===== src/rtl/srpd_pkg.sv =====
// Shared constants of the SDRAM refresh and power-down control slice.
// Assumes a 32-bit classic Wishbone register port and one 250 MHz clock.
package srpd_pkg;

    // ------------------------------------------------------------------
    // Register byte offsets
    // ------------------------------------------------------------------
    localparam logic [7:0] ADR_CTRL = 8'h00;
    localparam logic [7:0] ADR_RTCS = 8'h04;
    localparam logic [7:0] ADR_RCNT = 8'h08;
    localparam logic [7:0] ADR_RCOR = 8'h0c;
    localparam logic [7:0] ADR_STAT = 8'h10;
    localparam int         WB_ADR_W = 8;
    localparam int         WB_DAT_W = 32;

    // ------------------------------------------------------------------
    // Field positions and reset values
    // ------------------------------------------------------------------
    localparam int          BIT_DEEP    = 13;
    localparam int          BIT_SLOW    = 12;
    localparam int          BIT_REFEN   = 11;
    localparam int          BIT_RKIND   = 10;
    localparam int          BIT_PDAFT   = 9;
    localparam int          BIT_CMF     = 7;
    localparam int          KEY_LSB     = 16;
    localparam logic [15:0] RTCS_KEY    = 16'ha55a;
    localparam logic        CTRL_RESET  = 1'b0;
    localparam int          STAT_CKE    = 0;
    localparam int          STAT_PD     = 1;
    localparam int          STAT_SELF   = 2;
    localparam int          STAT_RPEND  = 3;

    // ------------------------------------------------------------------
    // Timing counts
    // ------------------------------------------------------------------
    localparam int CLK_PERIOD_NS = 4;
    localparam int CAS_LATENCY   = 2;
    localparam int TIMER_DIV     = 4;
    localparam int CNT_WIDTH     = 8;

    // ------------------------------------------------------------------
    // SDRAM commands as {ras_n, cas_n, we_n}
    // ------------------------------------------------------------------
    localparam logic [2:0] CMD_NOP   = 3'h7;
    localparam logic [2:0] CMD_ACT   = 3'h3;
    localparam logic [2:0] CMD_READ  = 3'h5;
    localparam logic [2:0] CMD_WRITE = 3'h4;
    localparam logic [2:0] CMD_REF   = 3'h1;
    localparam logic [2:0] CMD_BST   = 3'h6;
    localparam int         AP_BIT    = 10;

    typedef enum {
        ST_IDLE,
        ST_RW,
        ST_RD,
        ST_PD,
        ST_SELF,
        ST_WAKE
    } srpd_state_type;

endpackage : srpd_pkg


===== src/rtl/srpd_refresh_timer.sv =====
// Refresh timer: prescaled counter, time constant and compare-match flag.
// Assumes tick_i is a one-cycle enable at the bus clock rate.
`timescale 1ns/10ps
`default_nettype none
module srpd_refresh_timer
    import srpd_pkg::*;
#(
    parameter int CNT_W = srpd_pkg::CNT_WIDTH,
    parameter int DIV   = srpd_pkg::TIMER_DIV
)
(
    // Clock and reset
    input  wire logic             clk_i,
    input  wire logic             rst_n_i,
    // Control
    input  wire logic             tick_i,
    input  wire logic             run_i,
    input  wire logic             cnt_we_i,
    input  wire logic             cor_we_i,
    input  wire logic [CNT_W-1:0] wdata_i,
    input  wire logic             cmf_clr_i,
    // State
    output logic      [CNT_W-1:0] cnt_o,
    output logic      [CNT_W-1:0] cor_o,
    output logic                  cmf_o,
    output logic                  match_o
);

    initial
    begin
        if (CNT_W < 1 || CNT_W > 16 || DIV < 1 || DIV > 255)
            $error("srpd_refresh_timer: unsupported parameters");
    end

    logic [7:0]       pre;
    logic [7:0]       next_pre;
    logic [CNT_W-1:0] next_cnt;
    logic [CNT_W-1:0] next_cor;
    logic             next_cmf;
    logic             next_match;
    logic             pre_tick;

    assign pre_tick = tick_i && run_i && (pre == 8'(DIV - 1));

    always_comb
    begin
        next_pre   = pre;
        next_cnt   = cnt_o;
        next_cor   = cor_o;
        next_cmf   = cmf_o;
        next_match = 1'b0;
        if (tick_i && run_i)
            next_pre = pre_tick ? 8'h00 : pre + 8'h01;
        if (pre_tick)
        begin
            if (cnt_o == cor_o)
            begin
                next_cnt   = '0;
                next_match = 1'b1;
            end
            else
                next_cnt = cnt_o + 1'b1;
        end
        if (cnt_we_i)
            next_cnt = wdata_i;
        if (cor_we_i)
            next_cor = wdata_i;
        if (cmf_clr_i)
            next_cmf = 1'b0;
        if (next_match)
            next_cmf = 1'b1;
    end

    always_ff @(posedge clk_i or negedge rst_n_i)
    begin
        if (!rst_n_i)
        begin
            pre     <= 8'h00;
            cnt_o   <= '0;
            cor_o   <= '0;
            cmf_o   <= 1'b0;
            match_o <= 1'b0;
        end
        else
        begin
            pre     <= next_pre;
            cnt_o   <= next_cnt;
            cor_o   <= next_cor;
            cmf_o   <= next_cmf;
            match_o <= next_match;
        end
    end
endmodule : srpd_refresh_timer
`default_nettype wire


===== src/rtl/srpd_sdram_ctrl.sv =====
// SDRAM refresh, power-down and launch-edge control with Wishbone registers.
// Assumes synchronous inputs on MCLK_I; bus clock out is MCLK_I divided by two.
`timescale 1ns/10ps
`default_nettype none
module srpd_sdram_ctrl
    import srpd_pkg::*;
#(
    parameter int ROW_W   = 13,
    parameter int COL_W   = 10,
    parameter int DATA_W  = 32,
    parameter int CAS_LAT = srpd_pkg::CAS_LATENCY
)
(
    // Clock and reset
    input  wire logic                          MCLK_I,
    input  wire logic                          ARST_N_I,
    // Wishbone slave
    input  wire logic                          WB_CYC_I,
    input  wire logic                          WB_STB_I,
    input  wire logic                          WB_WE_I,
    input  wire logic [3:0]                    WB_SEL_I,
    input  wire logic [srpd_pkg::WB_ADR_W-1:0] WB_ADR_I,
    input  wire logic [srpd_pkg::WB_DAT_W-1:0] WB_DAT_I,
    output logic      [srpd_pkg::WB_DAT_W-1:0] WB_DAT_O,
    output logic                               WB_ACK_O,
    // Access port
    input  wire logic                          REQ_I,
    input  wire logic                          REQ_WE_I,
    input  wire logic [ROW_W+COL_W-1:0]        REQ_ADDR_I,
    input  wire logic [DATA_W-1:0]             REQ_WDATA_I,
    input  wire logic                          OTHER_DONE_I,
    output logic                               REQ_ACK_O,
    output logic      [DATA_W-1:0]             REQ_RDATA_O,
    // SDRAM pins
    output logic                               SD_CLK_O,
    output logic                               SD_CKE_O,
    output logic                               SD_CS_N_O,
    output logic                               SD_RAS_N_O,
    output logic                               SD_CAS_N_O,
    output logic                               SD_WE_N_O,
    output logic      [ROW_W-1:0]              SD_ADDR_O,
    output logic      [DATA_W-1:0]             SD_DQ_O,
    output logic                               SD_DQ_OE_N_O,
    input  wire logic [DATA_W-1:0]             SD_DQ_I
);

    initial
    begin
        if (ROW_W < 11 || ROW_W > 16 || COL_W < 1 || COL_W > AP_BIT || CAS_LAT < 1
            || CAS_LAT > 3 || DATA_W < 1 || DATA_W > 32)
            $error("srpd_sdram_ctrl: unsupported parameters");
    end

    function automatic logic [31:0] lane_merge(input logic [31:0] old_v,
                                               input logic [31:0] new_v,
                                               input logic [3:0]  sel);
        logic [31:0] res;
        res = old_v;
        for (int i = 0; i < 4; i++)
            if (sel[i])
                res[8*i +: 8] = new_v[8*i +: 8];
        return res;
    endfunction : lane_merge

    // ------------------------------------------------------------------
    // Bus clock divider and launch phase
    // ------------------------------------------------------------------
    logic ck;
    logic launch;
    logic ctl_slow;

    always_ff @(posedge MCLK_I or negedge ARST_N_I)
    begin
        if (!ARST_N_I)
            ck <= 1'b0;
        else
            ck <= !ck;
    end
    assign SD_CLK_O = ck;
    // Edge at which ck rises when low now, falls when high now
    assign launch = ctl_slow ? ck : !ck;

    // ------------------------------------------------------------------
    // Register bus
    // ------------------------------------------------------------------
    logic [31:0]          ctrl;
    logic [31:0]          next_ctrl;
    logic                 cmf_armed;
    logic                 next_cmf_armed;
    logic                 next_ack;
    logic [31:0]          next_dat;
    logic                 ctl_deep;
    logic                 ctl_refen;
    logic                 ctl_rkind;
    logic                 ctl_pdaft;
    logic                 wr_cyc;
    logic                 rd_cyc;
    logic                 cmf_clr;
    logic                 cnt_we;
    logic                 cor_we;
    logic [31:0]          wr_val;
    logic [CNT_WIDTH-1:0] tmr_cnt;
    logic [CNT_WIDTH-1:0] tmr_cor;
    logic                 tmr_cmf;
    logic                 tmr_match;
    logic                 ref_pend;
    srpd_state_type       state;

    assign ctl_deep  = ctrl[BIT_DEEP];
    assign ctl_slow  = ctrl[BIT_SLOW];
    assign ctl_refen = ctrl[BIT_REFEN];
    assign ctl_rkind = ctrl[BIT_RKIND];
    assign ctl_pdaft = ctrl[BIT_PDAFT];
    assign wr_cyc    = WB_CYC_I && WB_STB_I && !WB_ACK_O && WB_WE_I;
    assign rd_cyc    = WB_CYC_I && WB_STB_I && !WB_ACK_O && !WB_WE_I;
    assign wr_val    = lane_merge(32'h0000_0000, WB_DAT_I, WB_SEL_I);
    assign cnt_we    = wr_cyc && WB_ADR_I == ADR_RCNT && WB_SEL_I[0];
    assign cor_we    = wr_cyc && WB_ADR_I == ADR_RCOR && WB_SEL_I[0];
    assign cmf_clr   = wr_cyc && WB_ADR_I == ADR_RTCS && cmf_armed && WB_SEL_I[0]
                       && &WB_SEL_I[3:2] && wr_val[31:KEY_LSB] == RTCS_KEY && !wr_val[BIT_CMF];

    always_comb
    begin
        next_ctrl      = ctrl;
        next_cmf_armed = cmf_armed;
        next_ack       = WB_CYC_I && WB_STB_I && !WB_ACK_O;
        next_dat       = 32'h0000_0000;
        if (wr_cyc && WB_ADR_I == ADR_CTRL)
        begin
            next_ctrl = lane_merge(ctrl, WB_DAT_I, WB_SEL_I);
            next_ctrl = next_ctrl & ((32'h0000_0001 << BIT_DEEP) | (32'h0000_0001 << BIT_SLOW)
                        | (32'h0000_0001 << BIT_REFEN) | (32'h0000_0001 << BIT_RKIND)
                        | (32'h0000_0001 << BIT_PDAFT));
        end
        if (cmf_clr)
            next_cmf_armed = 1'b0;
        if (rd_cyc)
        begin
            case (WB_ADR_I)
                ADR_CTRL: next_dat = ctrl;
                ADR_RTCS:
                begin
                    next_dat[BIT_CMF] = tmr_cmf;
                    if (tmr_cmf)
                        next_cmf_armed = 1'b1;
                end
                ADR_RCNT: next_dat[CNT_WIDTH-1:0] = tmr_cnt;
                ADR_RCOR: next_dat[CNT_WIDTH-1:0] = tmr_cor;
                ADR_STAT:
                begin
                    next_dat[STAT_CKE]   = SD_CKE_O;
                    next_dat[STAT_PD]    = (state == ST_PD);
                    next_dat[STAT_SELF]  = (state == ST_SELF);
                    next_dat[STAT_RPEND] = ref_pend;
                end
                default: next_dat = 32'h0000_0000;
            endcase
        end
    end

    always_ff @(posedge MCLK_I or negedge ARST_N_I)
    begin
        if (!ARST_N_I)
        begin
            ctrl      <= {32{CTRL_RESET}};
            cmf_armed <= 1'b0;
            WB_ACK_O  <= 1'b0;
            WB_DAT_O  <= 32'h0000_0000;
        end
        else
        begin
            ctrl      <= next_ctrl;
            cmf_armed <= next_cmf_armed;
            WB_ACK_O  <= next_ack;
            WB_DAT_O  <= next_dat;
        end
    end

    srpd_refresh_timer #(
        .CNT_W (CNT_WIDTH),
        .DIV   (TIMER_DIV)
    ) u_timer (
        .clk_i     (MCLK_I),
        .rst_n_i   (ARST_N_I),
        .tick_i    (!ck),
        .run_i     (ctl_refen && !ctl_rkind),
        .cnt_we_i  (cnt_we),
        .cor_we_i  (cor_we),
        .wdata_i   (WB_DAT_I[CNT_WIDTH-1:0]),
        .cmf_clr_i (cmf_clr),
        .cnt_o     (tmr_cnt),
        .cor_o     (tmr_cor),
        .cmf_o     (tmr_cmf),
        .match_o   (tmr_match)
    );

    // ------------------------------------------------------------------
    // SDRAM sequencer
    // ------------------------------------------------------------------
    srpd_state_type next_state;
    logic [2:0]     cmd;
    logic [2:0]     next_cmd;
    logic [1:0]     wait_cnt;
    logic [1:0]     next_wait;
    logic           next_ref_pend;
    logic           pd_pend;
    logic           next_pd_pend;
    logic           next_cke;
    logic           next_oe_n;
    logic           next_req_ack;
    logic [ROW_W-1:0]  next_addr;
    logic [DATA_W-1:0] next_dq;
    logic [DATA_W-1:0] next_rdata;
    logic           self_req;

    assign self_req = ctl_refen && ctl_rkind;

    always_comb
    begin
        next_state    = state;
        next_cmd      = cmd;
        next_wait     = wait_cnt;
        next_ref_pend = ref_pend;
        next_pd_pend  = pd_pend;
        next_cke      = SD_CKE_O;
        next_oe_n     = SD_DQ_OE_N_O;
        next_addr     = SD_ADDR_O;
        next_dq       = SD_DQ_O;
        next_rdata    = REQ_RDATA_O;
        next_req_ack  = 1'b0;
        if (launch)
        begin
            next_cmd  = CMD_NOP;
            next_oe_n = 1'b1;
            case (state)
                ST_IDLE:
                    if (self_req)
                    begin
                        next_cke   = 1'b0;
                        next_cmd   = ctl_deep ? CMD_BST : CMD_REF;
                        next_state = ST_SELF;
                    end
                    else if (ref_pend)
                    begin
                        next_cmd      = CMD_REF;
                        next_ref_pend = 1'b0;
                    end
                    else if (REQ_I && !REQ_ACK_O)
                    begin
                        next_cmd     = CMD_ACT;
                        next_addr    = REQ_ADDR_I[COL_W +: ROW_W];
                        next_pd_pend = 1'b0;
                        next_state   = ST_RW;
                    end
                    else if (pd_pend && ctl_pdaft)
                    begin
                        next_cke     = 1'b0;
                        next_pd_pend = 1'b0;
                        next_state   = ST_PD;
                    end
                ST_RW:
                begin
                    next_addr         = '0;
                    next_addr[COL_W-1:0] = REQ_ADDR_I[COL_W-1:0];
                    next_addr[AP_BIT] = 1'b1;
                    if (REQ_WE_I)
                    begin
                        next_cmd     = CMD_WRITE;
                        next_dq      = REQ_WDATA_I;
                        next_oe_n    = 1'b0;
                        next_req_ack = 1'b1;
                        next_state   = ST_IDLE;
                    end
                    else
                    begin
                        next_cmd   = CMD_READ;
                        next_wait  = 2'(CAS_LAT - 1);
                        next_state = ST_RD;
                    end
                end
                ST_RD:
                    if (wait_cnt == 2'h0)
                    begin
                        next_rdata   = SD_DQ_I;
                        next_req_ack = 1'b1;
                        next_state   = ST_IDLE;
                    end
                    else
                        next_wait = wait_cnt - 2'h1;
                ST_PD:
                    if (REQ_I || ref_pend || self_req || !ctl_pdaft)
                    begin
                        next_cke   = 1'b1;
                        next_state = ST_WAKE;
                    end
                ST_SELF:
                    if (!self_req)
                    begin
                        next_cke   = 1'b1;
                        next_state = ST_WAKE;
                    end
                ST_WAKE: next_state = ST_IDLE;
                default: next_state = ST_IDLE;
            endcase
        end
        if (!ctl_refen || ctl_rkind)
            next_ref_pend = 1'b0;
        if (tmr_match && ctl_refen && !ctl_rkind)
            next_ref_pend = 1'b1;
        if (!ctl_pdaft)
            next_pd_pend = 1'b0;
        if (OTHER_DONE_I && ctl_pdaft)
            next_pd_pend = 1'b1;
    end

    always_ff @(posedge MCLK_I or negedge ARST_N_I)
    begin
        if (!ARST_N_I)
        begin
            state        <= ST_IDLE;
            cmd          <= CMD_NOP;
            wait_cnt     <= 2'h0;
            ref_pend     <= 1'b0;
            pd_pend      <= 1'b0;
            SD_CKE_O     <= 1'b1;
            SD_DQ_OE_N_O <= 1'b1;
            SD_ADDR_O    <= '0;
            SD_DQ_O      <= '0;
            REQ_RDATA_O  <= '0;
            REQ_ACK_O    <= 1'b0;
        end
        else
        begin
            state        <= next_state;
            cmd          <= next_cmd;
            wait_cnt     <= next_wait;
            ref_pend     <= next_ref_pend;
            pd_pend      <= next_pd_pend;
            SD_CKE_O     <= next_cke;
            SD_DQ_OE_N_O <= next_oe_n;
            SD_ADDR_O    <= next_addr;
            SD_DQ_O      <= next_dq;
            REQ_RDATA_O  <= next_rdata;
            REQ_ACK_O    <= next_req_ack;
        end
    end

    assign SD_CS_N_O  = 1'b0;
    assign SD_RAS_N_O = cmd[2];
    assign SD_CAS_N_O = cmd[1];
    assign SD_WE_N_O  = cmd[0];

    // ------------------------------------------------------------------
    // Checks
    // ------------------------------------------------------------------
    logic first_done;
    always_ff @(posedge MCLK_I or negedge ARST_N_I)
    begin
        if (!ARST_N_I)
            first_done <= 1'b0;
        else
            first_done <= 1'b1;
    end
endmodule : srpd_sdram_ctrl
`default_nettype wire


===== config.mk =====
export PLATFORM = sky130hd
export DESIGN_NAME = srpd_sdram_ctrl
export DESIGN_NICKNAME = d
export VERILOG_FILES = /design/src/rtl/srpd_pkg.sv /design/src/rtl/srpd_refresh_timer.sv /design/src/rtl/srpd_sdram_ctrl.sv
export SDC_FILE = /design/constraint.sdc
export NUM_CORES = 1
export LEC_CHECK = 0
export BUFFER_PORTS_ARGS = -buffer_cell sky130_fd_sc_hd__buf_2
export CAP_MARGIN = 5
export CORE_MARGIN = 5
export CORE_UTILIZATION = 52
export DETAILED_ROUTE_END_ITERATION = 12
export PLACE_DENSITY = 0.86
export SYNTH_ARGS = -nofsm -noshare
export SYNTH_HDL_FRONTEND = slang
export SYNTH_SLANG_ARGS = --single-unit

===== constraint.sdc =====
create_clock -name MCLK_I -period 5.1 [get_ports MCLK_I]
set_clock_uncertainty 0.2 [all_clocks]
set_input_delay 0.51 -clock MCLK_I [delete_from_list [all_inputs] [get_ports MCLK_I]]
set_output_delay 0.51 -clock MCLK_I [all_outputs]
set_load 0.01 [all_outputs]

# Word-level counts from Yosys, hierarchy flattened
# Cells that the tools add are included.
[classes]
n_addsub = 3
n_eq_ne = 31
mux = 68
reduce_logical = 56
[ops]
columns = ["cell", "n"]
rows = [
  ["32-bit two-way mux", 7],
  ["32-bit one-hot mux with 5 select lines", 1],
  ["32-bit by 2-bit == test with 1-bit output (second input constant)", 2],
  ["32-bit by 3-bit == test with 1-bit output (second input constant)", 2],
  ["8-bit two-way mux", 7],
  ["13-bit two-way mux", 3],
  ["1-bit two-way mux", 33],
  ["32-bit by 1-bit == test with 1-bit output (second input constant)", 1],
  ["32-bit by 4-bit == test with 1-bit output (second input constant)", 1],
  ["32-bit zero test", 1],
  ["13-bit one-hot mux with 2 select lines", 1],
  ["1-bit logical AND", 24],
  ["8-bit by 1-bit adder with 8-bit output (second input constant)", 2],
  ["16-bit == test (second input constant)", 1],
  ["8-bit by 4-bit == test with 1-bit output (second input constant)", 2],
  ["2-bit != test (second input constant)", 8],
  ["14-bit two-way mux", 1],
  ["3-bit two-way mux", 4],
  ["3-bit one-hot mux with 2 select lines", 2],
  ["4-bit one-hot mux with 3 select lines", 1],
  ["5-bit AND reduction", 2],
  ["3-bit by 2-bit != test with 1-bit output (second input constant)", 3],
  ["3-bit != test (second input constant)", 3],
  ["3-bit AND reduction", 3],
  ["23 further kinds", 43],
]
[totals]
reg_bits = 185
output_inout_bits = 118
word_cells = 179

# Longest topological paths before layout
[logic_depth]
word_depth = 13
ltp_mapped = 7
mapped_depth_nobuf = 6

# Hierarchy
# Synthesis repeated with hierarchy kept, for this count alone.
[unflattened]
cells_unflattened = 523
area_unflattened_um2 = 6198.4
[by_module_without_submodules]
columns = ["mod", "n_inst", "cells_each", "area_per_inst_um2", "seq_area_each_um2"]
rows = [
  ["srpd_sdram_ctrl", 1, 396, 4897.2, 2783.9],
  ["srpd_refresh_timer", 1, 127, 1301.2, 650.6],
]

# Worst setup path before layout
# Ideal clock, no wire load.
[synth_timing]
kind = "input to register"
start = "input port WB_ADR_I[1] (netlist bit)"
end = "register u_timer.cor_o[0]"
t_arrival_ns = 2.010
required_ns = 4.775
slack_ns = 2.765
cell_stages = 6
cell_sequence = "or4_4 or2_0 buf_2 nor3_4 nand2_4 mux2_2"
[synth_via]
elab_chain_cells = 3
[synth_rtl]
columns = ["element", "line_no", "text"]
rows = [
  ["start, declared", "srpd_sdram_ctrl.sv:22", "input wire logic [srpd_pkg::WB_ADR_W-1:0] WB_ADR_I,"],
  ["8-bit by 4-bit == test with 1-bit output", "srpd_sdram_ctrl.sv:118", "assign cor_we = wr_cyc && WB_ADR_I == ADR_RCOR && WB_SEL_I[0];"],
  ["1-bit logical AND (2 in a row)", "srpd_sdram_ctrl.sv:118", ""],
  ["end signal, assigned", "srpd_refresh_timer.sv:88", "cor_o <= next_cor;"],
  ["end, declared", "srpd_refresh_timer.sv:24", "output logic [CNT_W-1:0] cor_o,"],
]
# Every way passes these cells.
# A chain may end at the register's enable or synchronous reset.

# Final worst setup path
[layout_timing]
start = "register state[0]"
end = "register SD_DQ_O[5]"
[layout_via]
elab_chain_cells = 2
[layout_rtl]
columns = ["element", "line_no", "text"]
rows = [
  ["start, declared", "srpd_sdram_ctrl.sv:107", "srpd_state_type state;"],
  ["start signal, assigned", "srpd_sdram_ctrl.sv:334", "state <= next_state;"],
  ["32-bit by 1-bit == test with 1-bit output", "srpd_sdram_ctrl.sv:235", "case (state)"],
  ["3-bit AND reduction (no line)", "n/a", ""],
  ["end signal, assigned", "srpd_sdram_ctrl.sv:342", "SD_DQ_O <= next_dq;"],
  ["end, declared", "srpd_sdram_ctrl.sv:42", "output logic [DATA_W-1:0] SD_DQ_O,"],
]
# Every way passes these cells.

==> results.py <==
metrics = {
    "clock_network": {
        "cts.sinks": 137,
        "clk_pin_slew_worst_paths_ns": 0.06,
        "htreeDepth": 4,
        "root_buffer": "clkbuf_16",
        "cts_tree": "done",
        "cts.path.max_buffers": 2,
        "worst_skew_pair.late_latency_ns": 0.41,
        "cts_buffers": 17,
    },
    "timing": {
        "setup_tns_ns": 0,
        "hold_viol": 0,
        "setup_violations": 0,
        "report.final.slew_viol_count": 0,
        "max_slew_margin_pct": 44.9,
        "rsz0062_at_grt": "no",
        "holdWs_ns": 0.129,
        "finalCritPeriodShare_pct": 52.2,
        "period_needed_ns": 2.66,
        "tightest_slew_ns": 0.826,
        "max_freq_ghz": 0.375,
    },
    "routing": {
        "wl_per_cell_um": 18.3,
        "drc": 0,
        "num_vias": 5035,
        "routed_via_density": 5.53,
        "ant_nets": 0,
        "drt_first_pass_iters": 5,
        "routed_wl_mm": 16.6,
        "drtIter0Drc": 329,
    },
    "layout": {
        "diodes": 0,
        "filler_cell_count": 793,
        "syn_to_final_growth_pct": 30.5,
        "fin_area_mm2": 0.00807,
        "final_net_count": 896,
        "drive_above_1_share_pct": 47.5,
        "instances_no_fill": 910,
        "multi_input_area_mm2": 0.00257,
        "seqCellArea_mm2": 0.00343,
        "utilization_pct": 69.8,
    },
    "synthesis": {
        "syn-instance-count": 520,
        "synth_edf_count": 0,
        "synth_cell_types": 57,
        "synth_top_flop_cell": "dfrtp_1",
        "async_flop_share_pct": 100,
        "avgSynthCellArea_um2": 11.9,
        "yosysSeqAreaShare_pct": 55.5,
        "ys_seq_elements": 137,
        "yosysWarnings": 0,
        "syn_area_mm2": 0.00619,
    },
    "power_and_ir_drop": {
        "pwr_density_cell_mw_per_mm2": 503,
        "p_clk_share_pct": 33.2,
        "combPwrFrac_pct": 26.7,
        "swShare_pct": 30.1,
        "pwr-share-seq_pct": 40.1,
        "p_leak_uw": 0.00404,
        "intPower_uw": 2840,
        "vdd_drop_max_mv": 0.427,
        "p_sw_uw": 1220,
    },
    "floorplanning": {
        "design.core.area_mm2": 0.0116,
        "ios": 257,
        "die_y_um": 119,
        "fp-row-count": 39,
        "start_util_pct": 53.5,
        "dieArea_mm2": 0.0142,
        "die_w_um": 119,
    },
    "run": {
        "cap_violations": 0,
    },
    "placement": {
        "gp_congestion": 0.967,
        "io_buffer_count": 233,
        "postPlaceCellArea_mm2": 0.00741,
        "dp_hpwl_mm": 12.2,
        "dp.cells": 877,
    },
    "global_routing": {
        "grt-ovfl-total": 0,
        "grt_max_degree": 85,
        "antenna_found_initial": 0,
        "grt_usage_pct": 23.7,
        "grt_pass1_vias": 5429,
        "grt_pass1_wl_mm": 26.9,
    },
    "setup_path": {
        "critPathMaxFanout": 34,
        "critPathLaunchType": "flop",
        "cp_num_buf_inv": 1,
        "cpLargestDelayFamily": "simple AND/OR/NAND/NOR gates",
        "cp.arrival_ns": 2.75,
        "crit_chain": "nor3b_2, buf_4, nand3_2, mux2_2",
        "cp_slowest_cell": "nand3_2",
        "end_kind": "flop",
        "crit_type": "flop to flop",
        "crit_required_ns": 5.19,
        "slowest_delay_ns": 0.65,
    },
    "worst_hold_path": {
        "hold_path_class": "input port to flop",
    },
    "outcome": {
        "status": "finished, final reports clean",
    },
}
==> layer usage <==
metal / up-vias / track usage [%] / share of wire [%]
li1: 2281 / - / -
met1: 2432 / 25.7 / 36
met2: 278 / 41.3 / 51
met3: 44 / 8.96 / 10
met4: 0 / 10.7 / 2.8
met5: - / 0 / 0
==> cells by family (layout without fill, tap and decap cells) <==
family / Yosys count / count (layout) / share of synthesized area (%)
AND/OR/NAND/NOR: 150 / 150 / 13.2
XOR/XNOR: 15 / 15 / 2.24
multiplexers: 91 / 91 / 16.3
other: 1 / 20 / 0.0606
buffers and inverters: 48 / 276 / 4.21
flip-flops: 137 / 137 / 55.5
AO/OA/AOI/OAI: 75 / 75 / 7.79
adder cells (fa/ha/maj): 3 / 3 / 0.607
==> worst register-to-register path, cell delays in order (launching register included) <==
cell	delay, ns
dfrtp_1	0.62
nor3b_2	0.24
buf_4	0.25
nand3_2	0.66
mux2_2	0.58
==> flip-flops by register name (all words and copies together), names as in the netlist, 2 cells and up <==
| name | cells |
|---|---|
| REQ_RDATA_O | 32 |
| SD_ADDR_O | 13 |
| SD_DQ_O | 32 |
| WB_DAT_O | 13 |
| cmd | 3 |
| ctrl | 5 |
| state | 3 |
| u_timer.cnt_o | 8 |
| u_timer.cor_o | 8 |
| u_timer.pre | 8 |
| wait_cnt | 2 |
==> cells in the mapped netlist (5+ instances only) <==
master    instances  share of area [%]
a21oi_1          25                2.0
a22oi_1          13                1.6
a31oi_1           7               0.71
and2_1            8               0.81
buf_4            20                2.4
clkbuf_1         17                1.0
dfrtp_1         132                 53
dfstp_2           5                2.1
inv_1             7               0.42
mux2_2           80                 15
mux2i_1          11                1.8
nand2_1          25                1.5
nand3_1          12               0.97
nand4_1           5               0.51
nor2_1           44                2.7
nor2b_1           6               0.61
nor3_1            9               0.73
nor4_1            7               0.71
o21ai_0           9               0.73
xor2_1           10                1.4
==> area by class of cell <==
class,instances,share of cell area (%)
clock buffer,20,5.66
clock inverter,12,2.43
inverter,7,0.326
multi-input combinational,354,31.9
sequential,137,42.6
tap,143,2.22
timing repair buffer,237,14.9
==> placed cells by master, fill, tap and decap left out, drive strengths merged, types with 9 or more instances in the layout <==
cell      n
nand3    12
dfrtp   132
nand2    26
mux2i    11
conb     20
mux2     80
clkbuf   20
a21oi    25
nor3     11
a22oi    13
buf     236
nor2     44
xor2     10
o21ai     9
==> metrics by stage <==
stage                     setup WS (ns)  total power (uW)
after floorplan                    2.76              2190
after global placement             2.33              2660
after detailed placement           2.24              2730
after CTS                          2.45              4100
after global routing               2.21              4260
final                              2.44              4060
==> repair_timing <==
item,CTS,global route
endpoints found under the hold margin,78,0
hold buffers,1,0
resized for setup,0,0
setup buffers,0,0
==> worst paths after layout <==
kind                                            start                    endpoint  slack (ns)  cells after the start
min in group asynchronous                    ARST_N_I       WB_DAT_O[4]$_DFF_PN0_        0.51                      2
setup reg to reg                 state[0]$_DFFE_PN0P_      SD_DQ_O[5]$_DFFE_PN0P_        2.44                      4
setup / recovery                 state[0]$_DFFE_PN0P_      SD_DQ_O[5]$_DFFE_PN0P_        2.44                      4
hold / removal                        REQ_WDATA_I[27]     SD_DQ_O[27]$_DFFE_PN0P_        0.13                      2
max in group asynchronous                    ARST_N_I  REQ_RDATA_O[0]$_DFFE_PN0P_        2.99                      3
hold reg to reg            u_timer.pre[5]$_DFFE_PN0P_  u_timer.pre[5]$_DFFE_PN0P_        0.29                      1
==> power by group through the flow <==
stage                     Combinational [uW]  Sequential (uW)  Clock, uW
after floorplan                          450             1740          0
after global placement                  1050             1610          0
after detailed placement                1090             1630          0
after CTS                               1100             1630       1370
after global routing                    1180             1670       1410
final                                   1080             1630       1350
Power figures use the tool's default switching activity.
